File: src/logic/fbz_consts.vh
// Register offsets, reset values, field positions and fixed codes for the fan boost block.
`ifndef FBZ_CONSTS_VH
`define FBZ_CONSTS_VH

`define FBZ_ADDR_BOOST_Z1 8'h80
`define FBZ_ADDR_BOOST_Z2 8'h81
`define FBZ_ADDR_BOOST_Z3 8'h82
`define FBZ_ADDR_BOOST_Z4 8'h83
`define FBZ_ADDR_HYST_Z12 8'h84
`define FBZ_ADDR_HYST_Z34 8'h85
`define FBZ_ADDR_TRIM_Z1B 8'h8E
`define FBZ_ADDR_TRIM_Z2B 8'h8F

`define FBZ_RST_BOOST_Z12 8'h3C
`define FBZ_RST_BOOST_Z34 8'h23
`define FBZ_RST_HYST 8'h00
`define FBZ_RST_TRIM 6'h00
`define FBZ_RST_TEMP 8'h00
`define FBZ_RST_DUTY 8'h00

`define FBZ_HYST_LO_LSB 0
`define FBZ_HYST_LO_MSB 3
`define FBZ_HYST_HI_LSB 4
`define FBZ_HYST_HI_MSB 7
`define FBZ_TRIM_MSB 5

`define FBZ_BOOST_OFF 8'h80
`define FBZ_BOOST_OFF_1C 8'h7F
`define FBZ_HIGH_MASK 8'h80
`define FBZ_FULL_DUTY 8'hFF
`define FBZ_TEMP_MAX 8'h7F
`define FBZ_TEMP_MIN 8'h80
`define FBZ_READ_NONE 8'h00

`endif

File: src/logic/fbz_zone_cond.v
// One thermal zone: boost state with hysteresis and limit errors with hysteresis.
`timescale 1ns/100ps
`include "fbz_consts.vh"

module fbz_zone_cond (
   input wire clk,
   input wire rstSyncN,
   input wire [7:0] zoneTemp,
   input wire [7:0] boostThr,
   input wire [3:0] boostHyst,
   input wire [3:0] limitHyst,
   input wire [7:0] lowLimit,
   input wire [7:0] highLimit,
   input wire fanRes1C,
   output wire boostOn,
   output reg highErr_reg,
   output reg lowErr_reg
);

   localparam BOOST_IDLE = 2'b01;
   localparam BOOST_ACTIVE = 2'b10;

   reg [1:0] boostState_reg;
   reg [1:0] boostState_next;

   // Everything is widened to ten signed bits so that a threshold plus a hysteresis never wraps.
   wire signed [9:0] tempW = {{2{zoneTemp[7]}}, zoneTemp};
   wire signed [9:0] thrW = {{2{boostThr[7]}}, boostThr};
   wire signed [9:0] highW = {{2{highLimit[7]}}, highLimit};
   wire signed [9:0] lowW = {{2{lowLimit[7]}}, lowLimit};
   wire signed [9:0] bHystW = {6'h00, boostHyst};
   wire signed [9:0] lHystW = {6'h00, limitHyst};

   // A threshold of 80h always disables, 7Fh disables only at 1 degree resolution.
   wire boostDisabled = (boostThr == `FBZ_BOOST_OFF) ||
      (fanRes1C && (boostThr == `FBZ_BOOST_OFF_1C));
   wire boostRise = !boostDisabled && (tempW > thrW);
   wire boostFall = boostDisabled || ((tempW + bHystW) < thrW);

   // Boost state machine: set above the threshold, released below it by the hysteresis or when the threshold disables boost.
   always @* begin
      boostState_next = boostState_reg;
      case (boostState_reg)
         BOOST_IDLE: begin
            if (boostRise) begin
               boostState_next = BOOST_ACTIVE;
            end
         end
         BOOST_ACTIVE: begin
            if (boostFall) begin
               boostState_next = BOOST_IDLE;
            end
         end
         default: begin
            boostState_next = BOOST_IDLE;
         end
      endcase
   end

   // Boost state register.
   always @(posedge clk or negedge rstSyncN) begin
      if (!rstSyncN) begin
         boostState_reg <= BOOST_IDLE;
      end else begin
         boostState_reg <= boostState_next;
      end
   end

   assign boostOn = (boostState_reg == BOOST_ACTIVE);

   // Limit errors set on crossing and clear once back inside by the zone hysteresis, or at once while the high limit is 80h.
   always @(posedge clk or negedge rstSyncN) begin
      if (!rstSyncN) begin
         highErr_reg <= 1'b0;
         lowErr_reg <= 1'b0;
      end else begin
         if (highLimit == `FBZ_HIGH_MASK) begin
            highErr_reg <= 1'b0;
         end else if (tempW > highW) begin
            highErr_reg <= 1'b1;
         end else if ((tempW + lHystW) <= highW) begin
            highErr_reg <= 1'b0;
         end
         if (highLimit == `FBZ_HIGH_MASK) begin
            lowErr_reg <= 1'b0;
         end else if (tempW < lowW) begin
            lowErr_reg <= 1'b1;
         end else if (tempW >= (lowW + lHystW)) begin
            lowErr_reg <= 1'b0;
         end
      end
   end

endmodule

File: src/logic/fbz_boost_top.v
// Fan boost, limit hysteresis and zone 1b/2b offset trim with its register port.
//
// Summary of operation
// - A zone hotter than its boost threshold drives both fan PWM outputs to full duty.
// - An active boost beats the coarse manual duty override.
// - The fine manual duty override beats the boost.
// - A threshold of 7Fh at 1 degree fan resolution never raises a boost for that zone.
// - A threshold of 80h disables boost for that zone entirely.
// - Boost holds until the zone falls below its threshold by the boost hysteresis or the threshold is set to a disable code.
// - Boost thresholds reset to 3Ch for zones 1 and 2 and to 23h for zones 3 and 4.
// - The zones 1/2 hysteresis register holds zone 1 in bits 3:0 and zone 2 in bits 7:4.
// - The zones 3/4 hysteresis register holds zone 3 in bits 3:0 and zone 4 in bits 7:4.
// - Each limit hysteresis field is unsigned 0 to 15 degrees and resets to zero.
// - A 6-bit signed trim is added to every zone 1b and zone 2b measurement as taken.
// - Readings, limit checks and fan control all use the trimmed zone 1b and 2b values.
`timescale 1ns/100ps
`include "fbz_consts.vh"

module fbz_boost_top (
   input wire clk,
   input wire rst_n,
   input wire [7:0] regAddr,
   input wire [7:0] regWrData,
   input wire regWrEn,
   input wire regRdEn,
   output reg [7:0] regRdData_reg,
   output reg regRdHit_reg,
   input wire [7:0] zone1bRaw,
   input wire zone1bValid,
   input wire [7:0] zone2bRaw,
   input wire zone2bValid,
   input wire [7:0] zone3Temp,
   input wire [7:0] zone4Temp,
   input wire [31:0] lowLimits,
   input wire [31:0] highLimits,
   input wire [15:0] boostHysts,
   input wire fanRes1C,
   input wire [7:0] pwm1Auto,
   input wire [7:0] pwm2Auto,
   input wire coarseManEn,
   input wire [7:0] pwm1Coarse,
   input wire [7:0] pwm2Coarse,
   input wire fineManEn,
   input wire [7:0] pwm1Fine,
   input wire [7:0] pwm2Fine,
   output reg [7:0] zone1bTemp_reg,
   output reg [7:0] zone2bTemp_reg,
   output reg [3:0] highErrs_reg,
   output reg [3:0] lowErrs_reg,
   output reg [3:0] zoneBoost_reg,
   output reg boostActive_reg,
   output reg [7:0] pwm1Out_reg,
   output reg [7:0] pwm2Out_reg
);

   // Reset release pair; rstSyncN is the copy that the rest of the block uses.
   reg rstMeta_reg;
   reg rstSyncN;

   // Host-visible boost thresholds, one per zone.
   reg [7:0] boostThr1_reg;
   reg [7:0] boostThr2_reg;
   reg [7:0] boostThr3_reg;
   reg [7:0] boostThr4_reg;

   // Shared limit hysteresis registers, two zone fields per byte.
   reg [7:0] hystZ12_reg;
   reg [7:0] hystZ34_reg;

   // Signed offset trims for the zone 1b and 2b readings.
   reg [5:0] zoneOneBOffset_reg;
   reg [5:0] zoneTwoBOffset_reg;

   // Next values of the read port and of the duty outputs.
   reg [7:0] rdData_next;
   reg rdHit_next;
   reg [7:0] pwm1_next;
   reg [7:0] pwm2_next;

   // Per-zone bundles fed to the conditioning slices, zone 1 in the low bits.
   wire [31:0] zoneTemps;
   wire [31:0] boostThrs;
   wire [15:0] limitHysts;

   // Per-zone results coming back from the slices.
   wire [3:0] zoneBoost;
   wire [3:0] zoneHigh;
   wire [3:0] zoneLow;
   wire anyBoost;

   // Limit hysteresis fields unpacked from the shared registers.
   wire [3:0] zoneOneHyst;
   wire [3:0] zoneTwoHyst;
   wire [3:0] zoneThreeHyst;
   wire [3:0] zoneFourHyst;

   // Adds a signed trim to a signed reading and clamps to the 8-bit range instead of wrapping.
   function [7:0] trim_add;
      input [7:0] raw;
      input [5:0] trim;
      reg signed [8:0] sum;
      begin
         sum = $signed({raw[7], raw}) + $signed({{3{trim[5]}}, trim});
         if (sum > $signed({1'b0, `FBZ_TEMP_MAX})) begin
            trim_add = `FBZ_TEMP_MAX;
         end else if (sum < $signed({1'b1, `FBZ_TEMP_MIN})) begin
            trim_add = `FBZ_TEMP_MIN;
         end else begin
            trim_add = sum[7:0];
         end
      end
   endfunction

   // Reset release through two flip-flops; all other logic uses the released copy.
   always @(posedge clk or negedge rst_n) begin
      if (!rst_n) begin
         rstMeta_reg <= 1'b0;
         rstSyncN <= 1'b0;
      end else begin
         rstMeta_reg <= 1'b1;
         rstSyncN <= rstMeta_reg;
      end
   end

   // Boost threshold writes from the serial interface engine.
   always @(posedge clk or negedge rstSyncN) begin
      if (!rstSyncN) begin
         boostThr1_reg <= `FBZ_RST_BOOST_Z12;
         boostThr2_reg <= `FBZ_RST_BOOST_Z12;
         boostThr3_reg <= `FBZ_RST_BOOST_Z34;
         boostThr4_reg <= `FBZ_RST_BOOST_Z34;
      end else if (regWrEn) begin
         case (regAddr)
            `FBZ_ADDR_BOOST_Z1: begin
               boostThr1_reg <= regWrData;
            end
            `FBZ_ADDR_BOOST_Z2: begin
               boostThr2_reg <= regWrData;
            end
            `FBZ_ADDR_BOOST_Z3: begin
               boostThr3_reg <= regWrData;
            end
            `FBZ_ADDR_BOOST_Z4: begin
               boostThr4_reg <= regWrData;
            end
            default: begin
               boostThr1_reg <= boostThr1_reg;
            end
         endcase
      end
   end

   // Limit hysteresis writes; each byte carries the fields of two zones.
   always @(posedge clk or negedge rstSyncN) begin
      if (!rstSyncN) begin
         hystZ12_reg <= `FBZ_RST_HYST;
         hystZ34_reg <= `FBZ_RST_HYST;
      end else if (regWrEn) begin
         case (regAddr)
            `FBZ_ADDR_HYST_Z12: begin
               hystZ12_reg <= regWrData;
            end
            `FBZ_ADDR_HYST_Z34: begin
               hystZ34_reg <= regWrData;
            end
            default: begin
               hystZ12_reg <= hystZ12_reg;
            end
         endcase
      end
   end

   // Trim writes; the two reserved top bits of the byte are dropped on purpose.
   always @(posedge clk or negedge rstSyncN) begin
      if (!rstSyncN) begin
         zoneOneBOffset_reg <= `FBZ_RST_TRIM;
         zoneTwoBOffset_reg <= `FBZ_RST_TRIM;
      end else if (regWrEn) begin
         case (regAddr)
            `FBZ_ADDR_TRIM_Z1B: begin
               zoneOneBOffset_reg <= regWrData[`FBZ_TRIM_MSB:0];
            end
            `FBZ_ADDR_TRIM_Z2B: begin
               zoneTwoBOffset_reg <= regWrData[`FBZ_TRIM_MSB:0];
            end
            default: begin
               zoneOneBOffset_reg <= zoneOneBOffset_reg;
            end
         endcase
      end
   end

   // Read mux; trim registers show their reserved top bits as zero.
   always @* begin
      rdData_next = `FBZ_READ_NONE;
      rdHit_next = 1'b1;
      case (regAddr)
         `FBZ_ADDR_BOOST_Z1: begin
            rdData_next = boostThr1_reg;
         end
         `FBZ_ADDR_BOOST_Z2: begin
            rdData_next = boostThr2_reg;
         end
         `FBZ_ADDR_BOOST_Z3: begin
            rdData_next = boostThr3_reg;
         end
         `FBZ_ADDR_BOOST_Z4: begin
            rdData_next = boostThr4_reg;
         end
         `FBZ_ADDR_HYST_Z12: begin
            rdData_next = hystZ12_reg;
         end
         `FBZ_ADDR_HYST_Z34: begin
            rdData_next = hystZ34_reg;
         end
         `FBZ_ADDR_TRIM_Z1B: begin
            rdData_next = {2'b00, zoneOneBOffset_reg};
         end
         `FBZ_ADDR_TRIM_Z2B: begin
            rdData_next = {2'b00, zoneTwoBOffset_reg};
         end
         default: begin
            rdHit_next = 1'b0;
         end
      endcase
   end

   // Read data is captured on the read strobe and held until the next one.
   always @(posedge clk or negedge rstSyncN) begin
      if (!rstSyncN) begin
         regRdData_reg <= `FBZ_READ_NONE;
         regRdHit_reg <= 1'b0;
      end else if (regRdEn) begin
         regRdData_reg <= rdData_next;
         regRdHit_reg <= rdHit_next;
      end
   end

   // Zone 1b reading, trimmed once as each measurement lands.
   always @(posedge clk or negedge rstSyncN) begin
      if (!rstSyncN) begin
         zone1bTemp_reg <= `FBZ_RST_TEMP;
      end else if (zone1bValid) begin
         zone1bTemp_reg <= trim_add(zone1bRaw, zoneOneBOffset_reg);
      end
   end

   // Zone 2b reading, trimmed the same way so both zones behave alike.
   always @(posedge clk or negedge rstSyncN) begin
      if (!rstSyncN) begin
         zone2bTemp_reg <= `FBZ_RST_TEMP;
      end else if (zone2bValid) begin
         zone2bTemp_reg <= trim_add(zone2bRaw, zoneTwoBOffset_reg);
      end
   end

   // Hysteresis fields unpacked from the two shared registers.
   assign zoneOneHyst = hystZ12_reg[`FBZ_HYST_LO_MSB:`FBZ_HYST_LO_LSB];
   assign zoneTwoHyst = hystZ12_reg[`FBZ_HYST_HI_MSB:`FBZ_HYST_HI_LSB];
   assign zoneThreeHyst = hystZ34_reg[`FBZ_HYST_LO_MSB:`FBZ_HYST_LO_LSB];
   assign zoneFourHyst = hystZ34_reg[`FBZ_HYST_HI_MSB:`FBZ_HYST_HI_LSB];

   // Zones 1 and 2 are fed only by the trimmed readings, never by the raw ones.
   assign zoneTemps = {zone4Temp, zone3Temp, zone2bTemp_reg, zone1bTemp_reg};
   assign boostThrs = {boostThr4_reg, boostThr3_reg, boostThr2_reg, boostThr1_reg};
   assign limitHysts = {zoneFourHyst, zoneThreeHyst, zoneTwoHyst, zoneOneHyst};

   // One conditioning slice per zone.
   genvar z;
   generate
      for (z = 0; z < 4; z = z + 1) begin : gZone
         fbz_zone_cond uCond (
            .clk(clk),
            .rstSyncN(rstSyncN),
            .zoneTemp(zoneTemps[8*z+7:8*z]),
            .boostThr(boostThrs[8*z+7:8*z]),
            .boostHyst(boostHysts[4*z+3:4*z]),
            .limitHyst(limitHysts[4*z+3:4*z]),
            .lowLimit(lowLimits[8*z+7:8*z]),
            .highLimit(highLimits[8*z+7:8*z]),
            .fanRes1C(fanRes1C),
            .boostOn(zoneBoost[z]),
            .highErr_reg(zoneHigh[z]),
            .lowErr_reg(zoneLow[z])
         );
      end
   endgenerate

   // Any single zone in boost is enough to force full duty on both outputs.
   assign anyBoost = |zoneBoost;

   // Duty priority: fine manual, then boost, then coarse manual, then automatic control.
   always @* begin
      pwm1_next = pwm1Auto;
      pwm2_next = pwm2Auto;
      if (fineManEn) begin
         pwm1_next = pwm1Fine;
         pwm2_next = pwm2Fine;
      end else if (anyBoost) begin
         pwm1_next = `FBZ_FULL_DUTY;
         pwm2_next = `FBZ_FULL_DUTY;
      end else if (coarseManEn) begin
         pwm1_next = pwm1Coarse;
         pwm2_next = pwm2Coarse;
      end
   end

   // Duty output flip-flops.
   always @(posedge clk or negedge rstSyncN) begin
      if (!rstSyncN) begin
         pwm1Out_reg <= `FBZ_RST_DUTY;
         pwm2Out_reg <= `FBZ_RST_DUTY;
      end else begin
         pwm1Out_reg <= pwm1_next;
         pwm2Out_reg <= pwm2_next;
      end
   end

   // Boost status flip-flops, kept in step with the duty outputs.
   always @(posedge clk or negedge rstSyncN) begin
      if (!rstSyncN) begin
         boostActive_reg <= 1'b0;
         zoneBoost_reg <= 4'h0;
      end else begin
         boostActive_reg <= anyBoost;
         zoneBoost_reg <= zoneBoost;
      end
   end

   // Limit error status flip-flops.
   always @(posedge clk or negedge rstSyncN) begin
      if (!rstSyncN) begin
         highErrs_reg <= 4'h0;
         lowErrs_reg <= 4'h0;
      end else begin
         highErrs_reg <= zoneHigh;
         lowErrs_reg <= zoneLow;
      end
   end

endmodule

File: config.mk
export PLATFORM = sky130hd
export DESIGN_NAME = fbz_boost_top
export DESIGN_NICKNAME = d
export VERILOG_FILES = /design/src/logic/fbz_zone_cond.v /design/src/logic/fbz_boost_top.v
export VERILOG_INCLUDE_DIRS = /design/src /design/src/logic
export SDC_FILE = /design/constraint.sdc
export NUM_CORES = 1
export LEC_CHECK = 0
export BUFFER_PORTS_ARGS = -buffer_cell sky130_fd_sc_hd__buf_4
export CAP_MARGIN = 20
export CORE_ASPECT_RATIO = 0.75
export CORE_MARGIN = 2
export CORE_UTILIZATION = 53
export DETAILED_ROUTE_END_ITERATION = 12
export PLACE_DENSITY_LB_ADDON = 0.08
export RECOVER_POWER = 100
export SLEW_MARGIN = 10
export SYNTH_ARGS = -nofsm -noshare
export SYNTH_HDL_FRONTEND = slang
export SYNTH_SLANG_ARGS = --single-unit
File: constraint.sdc
create_clock -name clk -period 3.8 [get_ports clk]
set_clock_uncertainty 0.1 [all_clocks]
set_input_delay 0.38 -clock clk [delete_from_list [all_inputs] [get_ports clk]]
set_output_delay 0.38 -clock clk [all_outputs]
set_load 0.01 [all_outputs]
==> results of run 1 <==
[cell usage after synthesis, drive strengths merged, types with 27 or more instances]
cell type	n	area share
xnor2	70	0.046
ha	260	0.24
o21ai	90	0.034
a21oi	89	0.033
nand2	55	0.015
dfrtp	114	0.21
a21o	37	0.021
nor2b	60	0.028
inv	175	0.049
nand2b	27	0.013
nor2	51	0.014
nand3	40	0.015
mux2	49	0.043
[stage by stage]
step             util  hold slack [ns]  setup slack, ns
3_3_place_gp   0.6254          0.06282           0.8271
4_1_cts        0.6501          0.07279           0.7386
3_5_place_dp   0.6254          0.06345           0.6944
5_1_grt        0.6390          0.09355           0.4748
6_report       0.6390          0.09424           0.7281
2_1_floorplan       -         -0.01559           0.9869
[final cells by class]
class                           count  area share
Clock buffer                       24     0.03027
Inverter                          175     0.04128
Multi-Input combinational cell   1126      0.5828
Tap cell                          338     0.02658
Clock inverter                      8    0.007785
Sequential cell                   132      0.2090
Timing Repair Buffer              245      0.1022
[path summary, 6_finish.rpt]
kind | from | to | cells after the start
min | pwm1Fine[5] | pwm1Out_reg[5] | 3
max | zone1bTemp_reg[1] | gZone[0].uCond.highErr_reg | 13
max in group asynchronous | rstSyncN | boostThr3_reg[0] | 2
min in group asynchronous | rstSyncN | zone2bTemp_reg[6] | 0
min reg2reg | rstSyncN | zone2bTemp_reg[6] | 0
max reg2reg | zone1bTemp_reg[1] | gZone[0].uCond.highErr_reg | 13
[cell families (layout without fill, tap and decap cells)]
family | count (synthesis) | in the layout | share of synthesized area
compound gates | 393 | 393 | 0.1921
simple gates | 308 | 308 | 0.1232
fa+ha+maj | 274 | 274 | 0.2637
buf+inv | 198 | 452 | 0.05593
flops | 132 | 132 | 0.2482
xor+xnor | 84 | 84 | 0.05490
mux | 66 | 66 | 0.06172
other cells | 1 | 1 | 0.0002798
[worst max-delay path, stage by stage (launching register included)]
cell and delay, ns:
dfrtp_1 0.52, inv_1 0.16, fa_1 0.48, nor2b_1 0.11
o21ai_0 0.08, nand2b_1 0.13, nand3_1 0.11, xnor2_1 0.17
ha_1 0.33, nand4_1 0.13, o221ai_1 0.19, o21ai_0 0.11
o21a_1 0.18, o21a_1 0.16
[per-layer routing]
metal | up-vias | global-route usage
met3 | 54 | 0.04304
li1 | 5828 | -
met2 | 372 | 0.4390
met4 | 0 | 0.07169
met1 | 5692 | 0.4061
met5 | - | 0
[timing repair]
action / 4_1_cts / 5_1_grt
hold endpoints to repair: 2 / 0
hold buffers: 1 / 0
setup buffers: 0 / 0
[where the power goes]
part           total, mW  switching [mW]  internal [mW]  leakage, nW
Combinational       1.90            1.02          0.879         5.94
Sequential          1.83           0.207           1.62         1.61
Clock               1.71           0.626           1.08        0.290
Total               5.44            1.86           3.59         7.84
==> metrics, run 1 <==
Top Layer Used=met4; Residual DRC=0; Final Non-Filler Cells=2048; share of cells above drive strength 1=0.1661; most frequent cells in the layout=ha_1 (260), buf_4 (181), inv_1 (175); CTS tree=built; fin crit share=0.8084; Synth warnings=0; slew of the pin with the lowest slew margin=1.604 ns; Area after DPL=15570 um2; area grow syn2layout=18.74%; final instance area=15910 um2; PwrDens=342.0 nW/um2; element type at the critical path end=flip-flop; chip height=141.7 um; Starting Density=0.5382; die extent in x=187.6 um; Fin Setup TNS=0 ns; Synth Instances=1456; maximum achievable frequency=325.5 MHz; initial antenna violation count=0; # setup viols final=0; met1 wire length=17.83 mm; peak supply drop=0.3695 mV; Max FO, Critical Path=8; Routed Antenna Nets=0; WS Path Type=flip-flop to flip-flop; drt wl/cell=18.07 um; antenna diode count=0; H-tree depth=4; post-placement cell count=2014; commonest non-fill, non-tap cell in the layout=ha_1; Mapped Area=13400 um2; detailed placement HPWL=29.37 mm; Net count, final=2156; Unique masters post-synth=71; Seq cells post-synth=132; Syn Nets=1915; outcome=complete, but fails checks; part of the Yosys area used for sequential elements=0.2482; Global Route Usage Sum=0.2805; Clock Sinks=132; routed vias=11950; clk buf depth=2; Leak Pwr=7.841 nW; Hold Crit Class=input port to flip-flop; CP arrival=3.29 ns; I/O pins=239; failing checks=max-capacitance violations, max-slew violations; area occupied by multi-input gates=9274 um2; first-pass GRT wire length=59.92 mm; Hold Vio Cnt, Final=0; via density per instance=5.833; Buffers on Ports=238; Clock Latency Late Sink=0.42 ns; total global routing overflow=0; Register Area=3326 um2; Post-CTS Resized=0; core area=24900 um2; row cnt=50; full die area=26580 um2; Worst-path clk slew=0.06 ns; largest net degree at the start of global routing=78; TritonCTS Buffers=17; number of global-route vias before repair=11640; predominant post-synthesis flop cell=dfrtp_1; met2 routed WL=16.46 mm; CP Launch Type=flip-flop; WP data required=4.02 ns; CTS root buf=clkbuf_16; number of synthesized flops with an enable pin=0; Slew headroom=-0.06929; Post-synth ARST share=1.000; routed wire length=37.00 mm; Pre-antenna DRT Iters=5; Overall Power=5.442 mW; placer congestion estimate=0.9407; R2R setup slack=0.73 ns; max_cap viols=1; min cycle time layout=3.072 ns; RSZ-0062 raised after global routing=false; Met3 Wirelength=2.021 mm; syn avg cell area=9.204 um2; fill cell count=2210; final max-slew violation count=63; Initial DRC Count=768
Power figures use the tool's default switching activity.
==> inputs of run 2 (changes only) <==
==> constraint.sdc (replaced) <==
create_clock -name clk -period 2.6 [get_ports clk]
set_clock_uncertainty 0.1 [all_clocks]
set_input_delay 0.26 -clock clk [delete_from_list [all_inputs] [get_ports clk]]
set_output_delay 0.26 -clock clk [all_outputs]
set_load 0.01 [all_outputs]
==> metrics, run 2 (synthesis gave the netlist of run 1 again) <==
core area=24900 um2 (unchanged); fin crit share=1.059 (+0.2509); Hold Vio Cnt, Final=0 (unchanged); Residual DRC=0 (unchanged); CTS root buf=clkbuf_16; Buffers on Ports=238 (unchanged); max_cap viols=1 (unchanged); Min Hold Slack=0.01377 ns (-0.08047 ns); area grow syn2layout=28.18%; outcome=complete, but fails checks; Hold Crit Class=input port to flip-flop; drt wl/cell=18.07 um (about the same); worst hold stages=3 (unchanged); I/O pins=239 (unchanged); min cycle time layout=2.754 ns (-0.3178 ns); Net count, final=2287 (+6.1%); share of cells above drive strength 1=0.2564 (+0.09030); routed vias=12450 (+4.2%); first-pass GRT wire length=63.22 mm (+5.5%); element type at the critical path end=flip-flop; r2r startpoint=zone2bTemp_reg[0]; min setup slack post-route=-0.1541 ns (-0.8822 ns); Final Non-Filler Cells=2179 (+6.4%); routed wire length=39.37 mm (+6.4%); via density per instance=5.712 (-2.1%); number of global-route vias before repair=12400 (+6.6%); full die area=26580 um2 (unchanged); peak supply drop=0.4916 mV (+33%); post-placement cell count=2111 (+4.8%); Fin Setup TNS=-0.8033 ns (-0.8033 ns); CP arrival=2.96 ns (-0.33 ns); Initial DRC Count=828 (+7.8%); Worst-path clk slew=0.06 ns (about the same); critical path launch point=zone2bTemp_reg[0]; PwrDens=485.5 nW/um2 (+42%); failing checks=max-capacitance violations, max-slew violations, negative setup slack; reg2reg end=gZone[1].uCond.boostState_reg[1]; largest net degree at the start of global routing=45 (-42%); H-tree depth=4 (unchanged); Leak Pwr=8.476 nW (+8.1%); # setup viols final=9 (+9); CP Launch Type=flip-flop; Slew headroom=-0.1689 (-0.09963); die extent in x=187.6 um (unchanged); Max FO, Critical Path=4 (-4); Global Route Usage Sum=0.2959 (+0.01546); clk buf depth=2 (unchanged); Overall Power=8.339 mW (+53%); row cnt=50 (unchanged); Clock Sinks=132 (unchanged); chip height=141.7 um (unchanged); slew of the pin with the lowest slew margin=1.753 ns (+0.1494 ns); Pre-antenna DRT Iters=5 (unchanged); Clock Latency Late Sink=0.43 ns (about the same); CP endpoint=gZone[1].uCond.boostState_reg[1]; R2R setup slack=-0.15 ns (-0.88 ns); TritonCTS Buffers=17 (unchanged); total global routing overflow=0 (unchanged); Worst Reg2Reg Path Length in Cells=13 (unchanged); detailed placement HPWL=31.16 mm (+6.1%); WS Path Type=flip-flop to flip-flop; antenna diode count=0 (unchanged); commonest non-fill, non-tap cell in the layout=buf_4; CTS tree=built; fin util=0.6898 (+0.05080); Routed Antenna Nets=0 (unchanged); Starting Density=0.5382 (unchanged); placer congestion estimate=0.9473 (+0.70%); RSZ-0062 raised after global routing=true; most frequent cells in the layout=buf_4 (294), ha_1 (247), inv_1 (165); maximum achievable frequency=363.1 MHz (+12%); initial antenna violation count=0 (unchanged); final max-slew violation count=45 (-29%); WP data required=2.81 ns (-1.21 ns)
-- run 2: cell count changes in the layout (fill, tap and decap cells not counted), moves of 9 or more --
cell	change
a21oi_2	+9
dlygate4sd3_1	+16
ha_1	-13
a21oi_1	-9
fa_2	+11
inv_2	+10
o21ai_0	-31
o21ai_1	+31
buf_4	+113
inv_1	-10
fa_1	-11
-- run 2: where the power goes --
group	total, mW	internal [mW]	switching [mW]
Sequential	2.61	2.37	0.233
Clock	2.50	1.51	0.993
Combinational	3.23	1.54	1.69
-- run 2: final cells by class --
class,count,area [um2]
clock inverters,13,161.4
inverters,175,656.9
well taps,338,422.9
repair buffers,376,2655
clock buffers,19,432.9
flip-flops and latches,132,3329
multi-input cells,1126,9518
fillers,2075,7722
-- run 2: metal layers --
layer	vias up	GRT usage	wire, um
li1	6078	-	-
met1	5928	0.4155	18480
met2	405	0.4614	17460
met3	36	0.07470	2946
met4	0	0.06506	490
met5	-	0	0
-- run 2: critical path, stage by stage, from the launching register on --
cell	delay (ns)
dfrtp_1	0.52
ha_4	0.19
inv_1	0.05
fa_2	0.36
nor2b_2	0.13
o21ai_1	0.07
nand2b_1	0.15
nand3_2	0.09
xnor2_1	0.14
ha_2	0.21
nor2_2	0.12
nand3_1	0.09
a21o_1	0.18
a32o_1	0.24
-- run 2: per-stage QoR --
step	cell area (um2)	worst slack, ns
after detailed placement	16320	-0.2811
after global routing	17180	-0.3021
after CTS	17300	-0.1354
after global placement	16320	-0.1986
after floorplan	13420	-0.1033
final	17180	-0.1541
-- run 2: how the worst min path moves through the flow --
stage | start | end
finish | pwm1Fine[4] | pwm1Out_reg[4]
global route | pwm1Fine[4] | pwm1Out_reg[4]
CTS | pwm1Fine[4] | pwm1Out_reg[4]
detailed placement | rst_n | rstMeta_reg
global placement | rst_n | rstMeta_reg
floorplan | rst_n | rstMeta_reg
-- run 2: what timing repair did --
item / in CTS / in global routing
endpoints found under the hold margin: 24 / 0
buffers inserted: 14 / 5
resized for setup: 49 / 47
gates cloned: 0 / 0
setup endpoints to repair: 12 / 14
pin swaps: 52 / 45
hold buffers: 17 / 0
==> inputs of run 3 (changes only) <==
--- a/config.mk
+++ b/config.mk
@@ -6,7 +6,7 @@
 export SDC_FILE = /design/constraint.sdc
 export NUM_CORES = 1
 export LEC_CHECK = 0
-export BUFFER_PORTS_ARGS = -buffer_cell sky130_fd_sc_hd__buf_4
+export BUFFER_PORTS_ARGS = -buffer_cell sky130_fd_sc_hd__buf_2
 export CAP_MARGIN = 20
 export CORE_ASPECT_RATIO = 0.75
 export CORE_MARGIN = 2
==> metrics, run 3 (synthesis gave the netlist of run 1 again) <==
share of cells above drive strength 1=0.2511 (-0.005298); maximum achievable frequency=365.5 MHz (+0.66%); TritonCTS Buffers=17 (unchanged); clk buf depth=2 (unchanged); Clock Sinks=132 (unchanged); CP arrival=3.00 ns (+0.04 ns); busiest grt layer=met2; Max FO, Critical Path=3 (-1); outcome=complete, but fails checks; CP peak stage delay=0.40 ns (-0.12 ns); fin crit share=1.052 (-0.006957); met2 GRT Util=0.4392 (-0.02222); CTS tree=built; full die area=26580 um2 (unchanged); Clock Latency Late Sink=0.43 ns (about the same); WP data required=2.87 ns (+0.06 ns); Worst-path clk slew=0.07 ns (about the same); Slew headroom=-0.06703 (+0.1019); met3 usage=0.05565 (-0.01905); final max-slew violation count=38 (-16%); peak supply drop=0.4863 mV (-1.1%); H-tree depth=4 (unchanged); chip height=141.7 um (unchanged); Starting Density=0.5382 (unchanged); first-pass GRT wire length=61.47 mm (-2.8%); Hold Crit Class=input port to flip-flop; via density per instance=5.647 (-1.1%); Pre-antenna DRT Iters=5 (unchanged); total global routing overflow=0 (unchanged); min cycle time layout=2.736 ns (-0.01809 ns); CP Launch Type=flip-flop; routed wire length=38.21 mm (-3.0%); row cnt=50 (unchanged); fin util=0.6667 (-0.02317); placer congestion estimate=0.9393 (-0.84%); antenna diode count=0 (unchanged); area grow syn2layout=23.88%; failing checks=max-capacitance violations, max-slew violations, negative setup slack; routed vias=12320 (-1.0%); element type at the critical path end=flip-flop; WS Path Type=flip-flop to flip-flop; CP cell instances=ha_2 > inv_2 > fa_2 > nor2b_2 > o21ai_1 > nand2b_1 > nand3_1 > xnor2_1 > ha_1 > nand4_1 > o21bai_1 > a31oi_1 > o21ai_1 > a21boi_1; min setup slack post-route=-0.1360 ns (+0.01809 ns); CTS root buf=clkbuf_16; Final Non-Filler Cells=2182 (+0.14%); Routed Antenna Nets=0 (unchanged); commonest non-fill, non-tap cell in the layout=ha_1; slew of the pin with the lowest slew margin=1.601 ns (-0.1528 ns); I/O pins=239 (unchanged); largest net degree at the start of global routing=49 (+8.9%); Global Route Usage Sum=0.2883 (-0.007635); met1 Resource Use GR=0.4276 (+0.01218); Buffers on Ports=238 (unchanged); Leak Pwr=8.314 nW (-1.9%); PwrDens=490.4 nW/um2 (+1.0%); max_cap viols=1 (unchanged); Initial DRC Count=648 (-22%); die extent in x=187.6 um (unchanged); Min Hold Slack=0.01475 ns (+0.0009835 ns); # setup viols final=9 (unchanged); Residual DRC=0 (unchanged); number of global-route vias before repair=11830 (-4.6%); core area=24900 um2 (unchanged); Crit-path slowest cell=dfrtp_1; Net count, final=2290 (+0.13%); drt wl/cell=17.51 um (-3.1%); detailed placement HPWL=30.50 mm (-2.1%); RSZ-0062 raised after global routing=true; Area after DPL=15770 um2 (-3.4%); post-placement cell count=2115 (+0.19%); initial antenna violation count=1 (+1); Hold Vio Cnt, Final=0 (unchanged); final instance area=16600 um2 (-3.4%); crit-path most repeated cell=o21ai_1; most frequent cells in the layout=ha_1 (249), buf_2 (196), inv_1 (166)
[run 3: cell types whose count changed in the layout (fill, tap and decap cells not counted), moves of 3 or more]
cell,before,now
nand3_1,34,37
buf_4,294,105
nand3_2,6,3
inv_6,0,5
ha_4,5,0
buf_2,0,196
ha_2,8,11
[run 3: stage by stage]
| step | setup WS, ns | power, mW | TNS (ns) |
|---|---|---|---|
| 2_1_floorplan | -0.1033 | 4.472 | -0.1239 |
| 3_3_place_gp | -0.2036 | 5.536 | -1.376 |
| 3_5_place_dp | -0.2995 | 5.611 | -2.354 |
| 4_1_cts | -0.1327 | 8.159 | -0.5814 |
| 5_1_grt | -0.3062 | 8.672 | -11.05 |
| 6_report | -0.1360 | 8.140 | -0.7085 |
[run 3: report_power, final]
part	internal (mW)	switching, mW	leakage (nW)
Clock	1.45	1.02	0.285
Sequential	2.37	0.232	1.61
Combinational	1.42	1.64	6.42
Total	5.25	2.89	8.31
[run 3: worst paths after layout]
kind,start,to,slack [ns],cells after the start
min in group asynchronous,rst_n,rstSyncN,0.08,2
worst max-delay path,hystZ34_reg[0],gZone[2].uCond.highErr_reg,-0.14,14
worst max register to register,hystZ34_reg[0],gZone[2].uCond.highErr_reg,-0.14,14
worst min register to register,rstMeta_reg,rstSyncN,0.24,0
worst min-delay path,pwm1Fine[4],pwm1Out_reg[4],0.01,3
max in group asynchronous,rstSyncN,zone1bTemp_reg[1],0.26,1
[run 3: area by class of cell]
class                      count  area [um2]
clock buffer                  19       442.9
tap                          338       422.9
timing repair buffer         379        2181
inverter                     175       656.9
clock inverter                13       146.4
fill                        2173        8299
multi-input combinational   1126        9422
sequential                   132        3328
[run 3: timing repair]
| action | in CTS | in global routing |
|---|---|---|
| endpoints found under the hold margin | 18 | 0 |
| gates resized for setup | 49 | 27 |
| pin swaps | 30 | 31 |
| setup buffers | 9 | 9 |
| gates cloned | 0 | 0 |
| endpoints found under the setup margin | 12 | 14 |
| hold buffers | 17 | 0 |
[run 3: routing by layer]
| metal | vias to the layer above | share of wire |
|---|---|---|
| met5 | - | 0.00034 |
| met4 | 2 | 0.0081 |
| met3 | 31 | 0.063 |
| met2 | 359 | 0.43 |
| met1 | 5848 | 0.50 |
| li1 | 6082 | - |
[run 3: critical path: cells and delay by family (launching register included)]
kind            cells  cell delay [ns]
compound gates      5             0.64
xor+xnor            1             0.15
fa+ha+maj           3             0.86
simple gates        4             0.49
flops               1             0.40
buf+inv             1             0.04
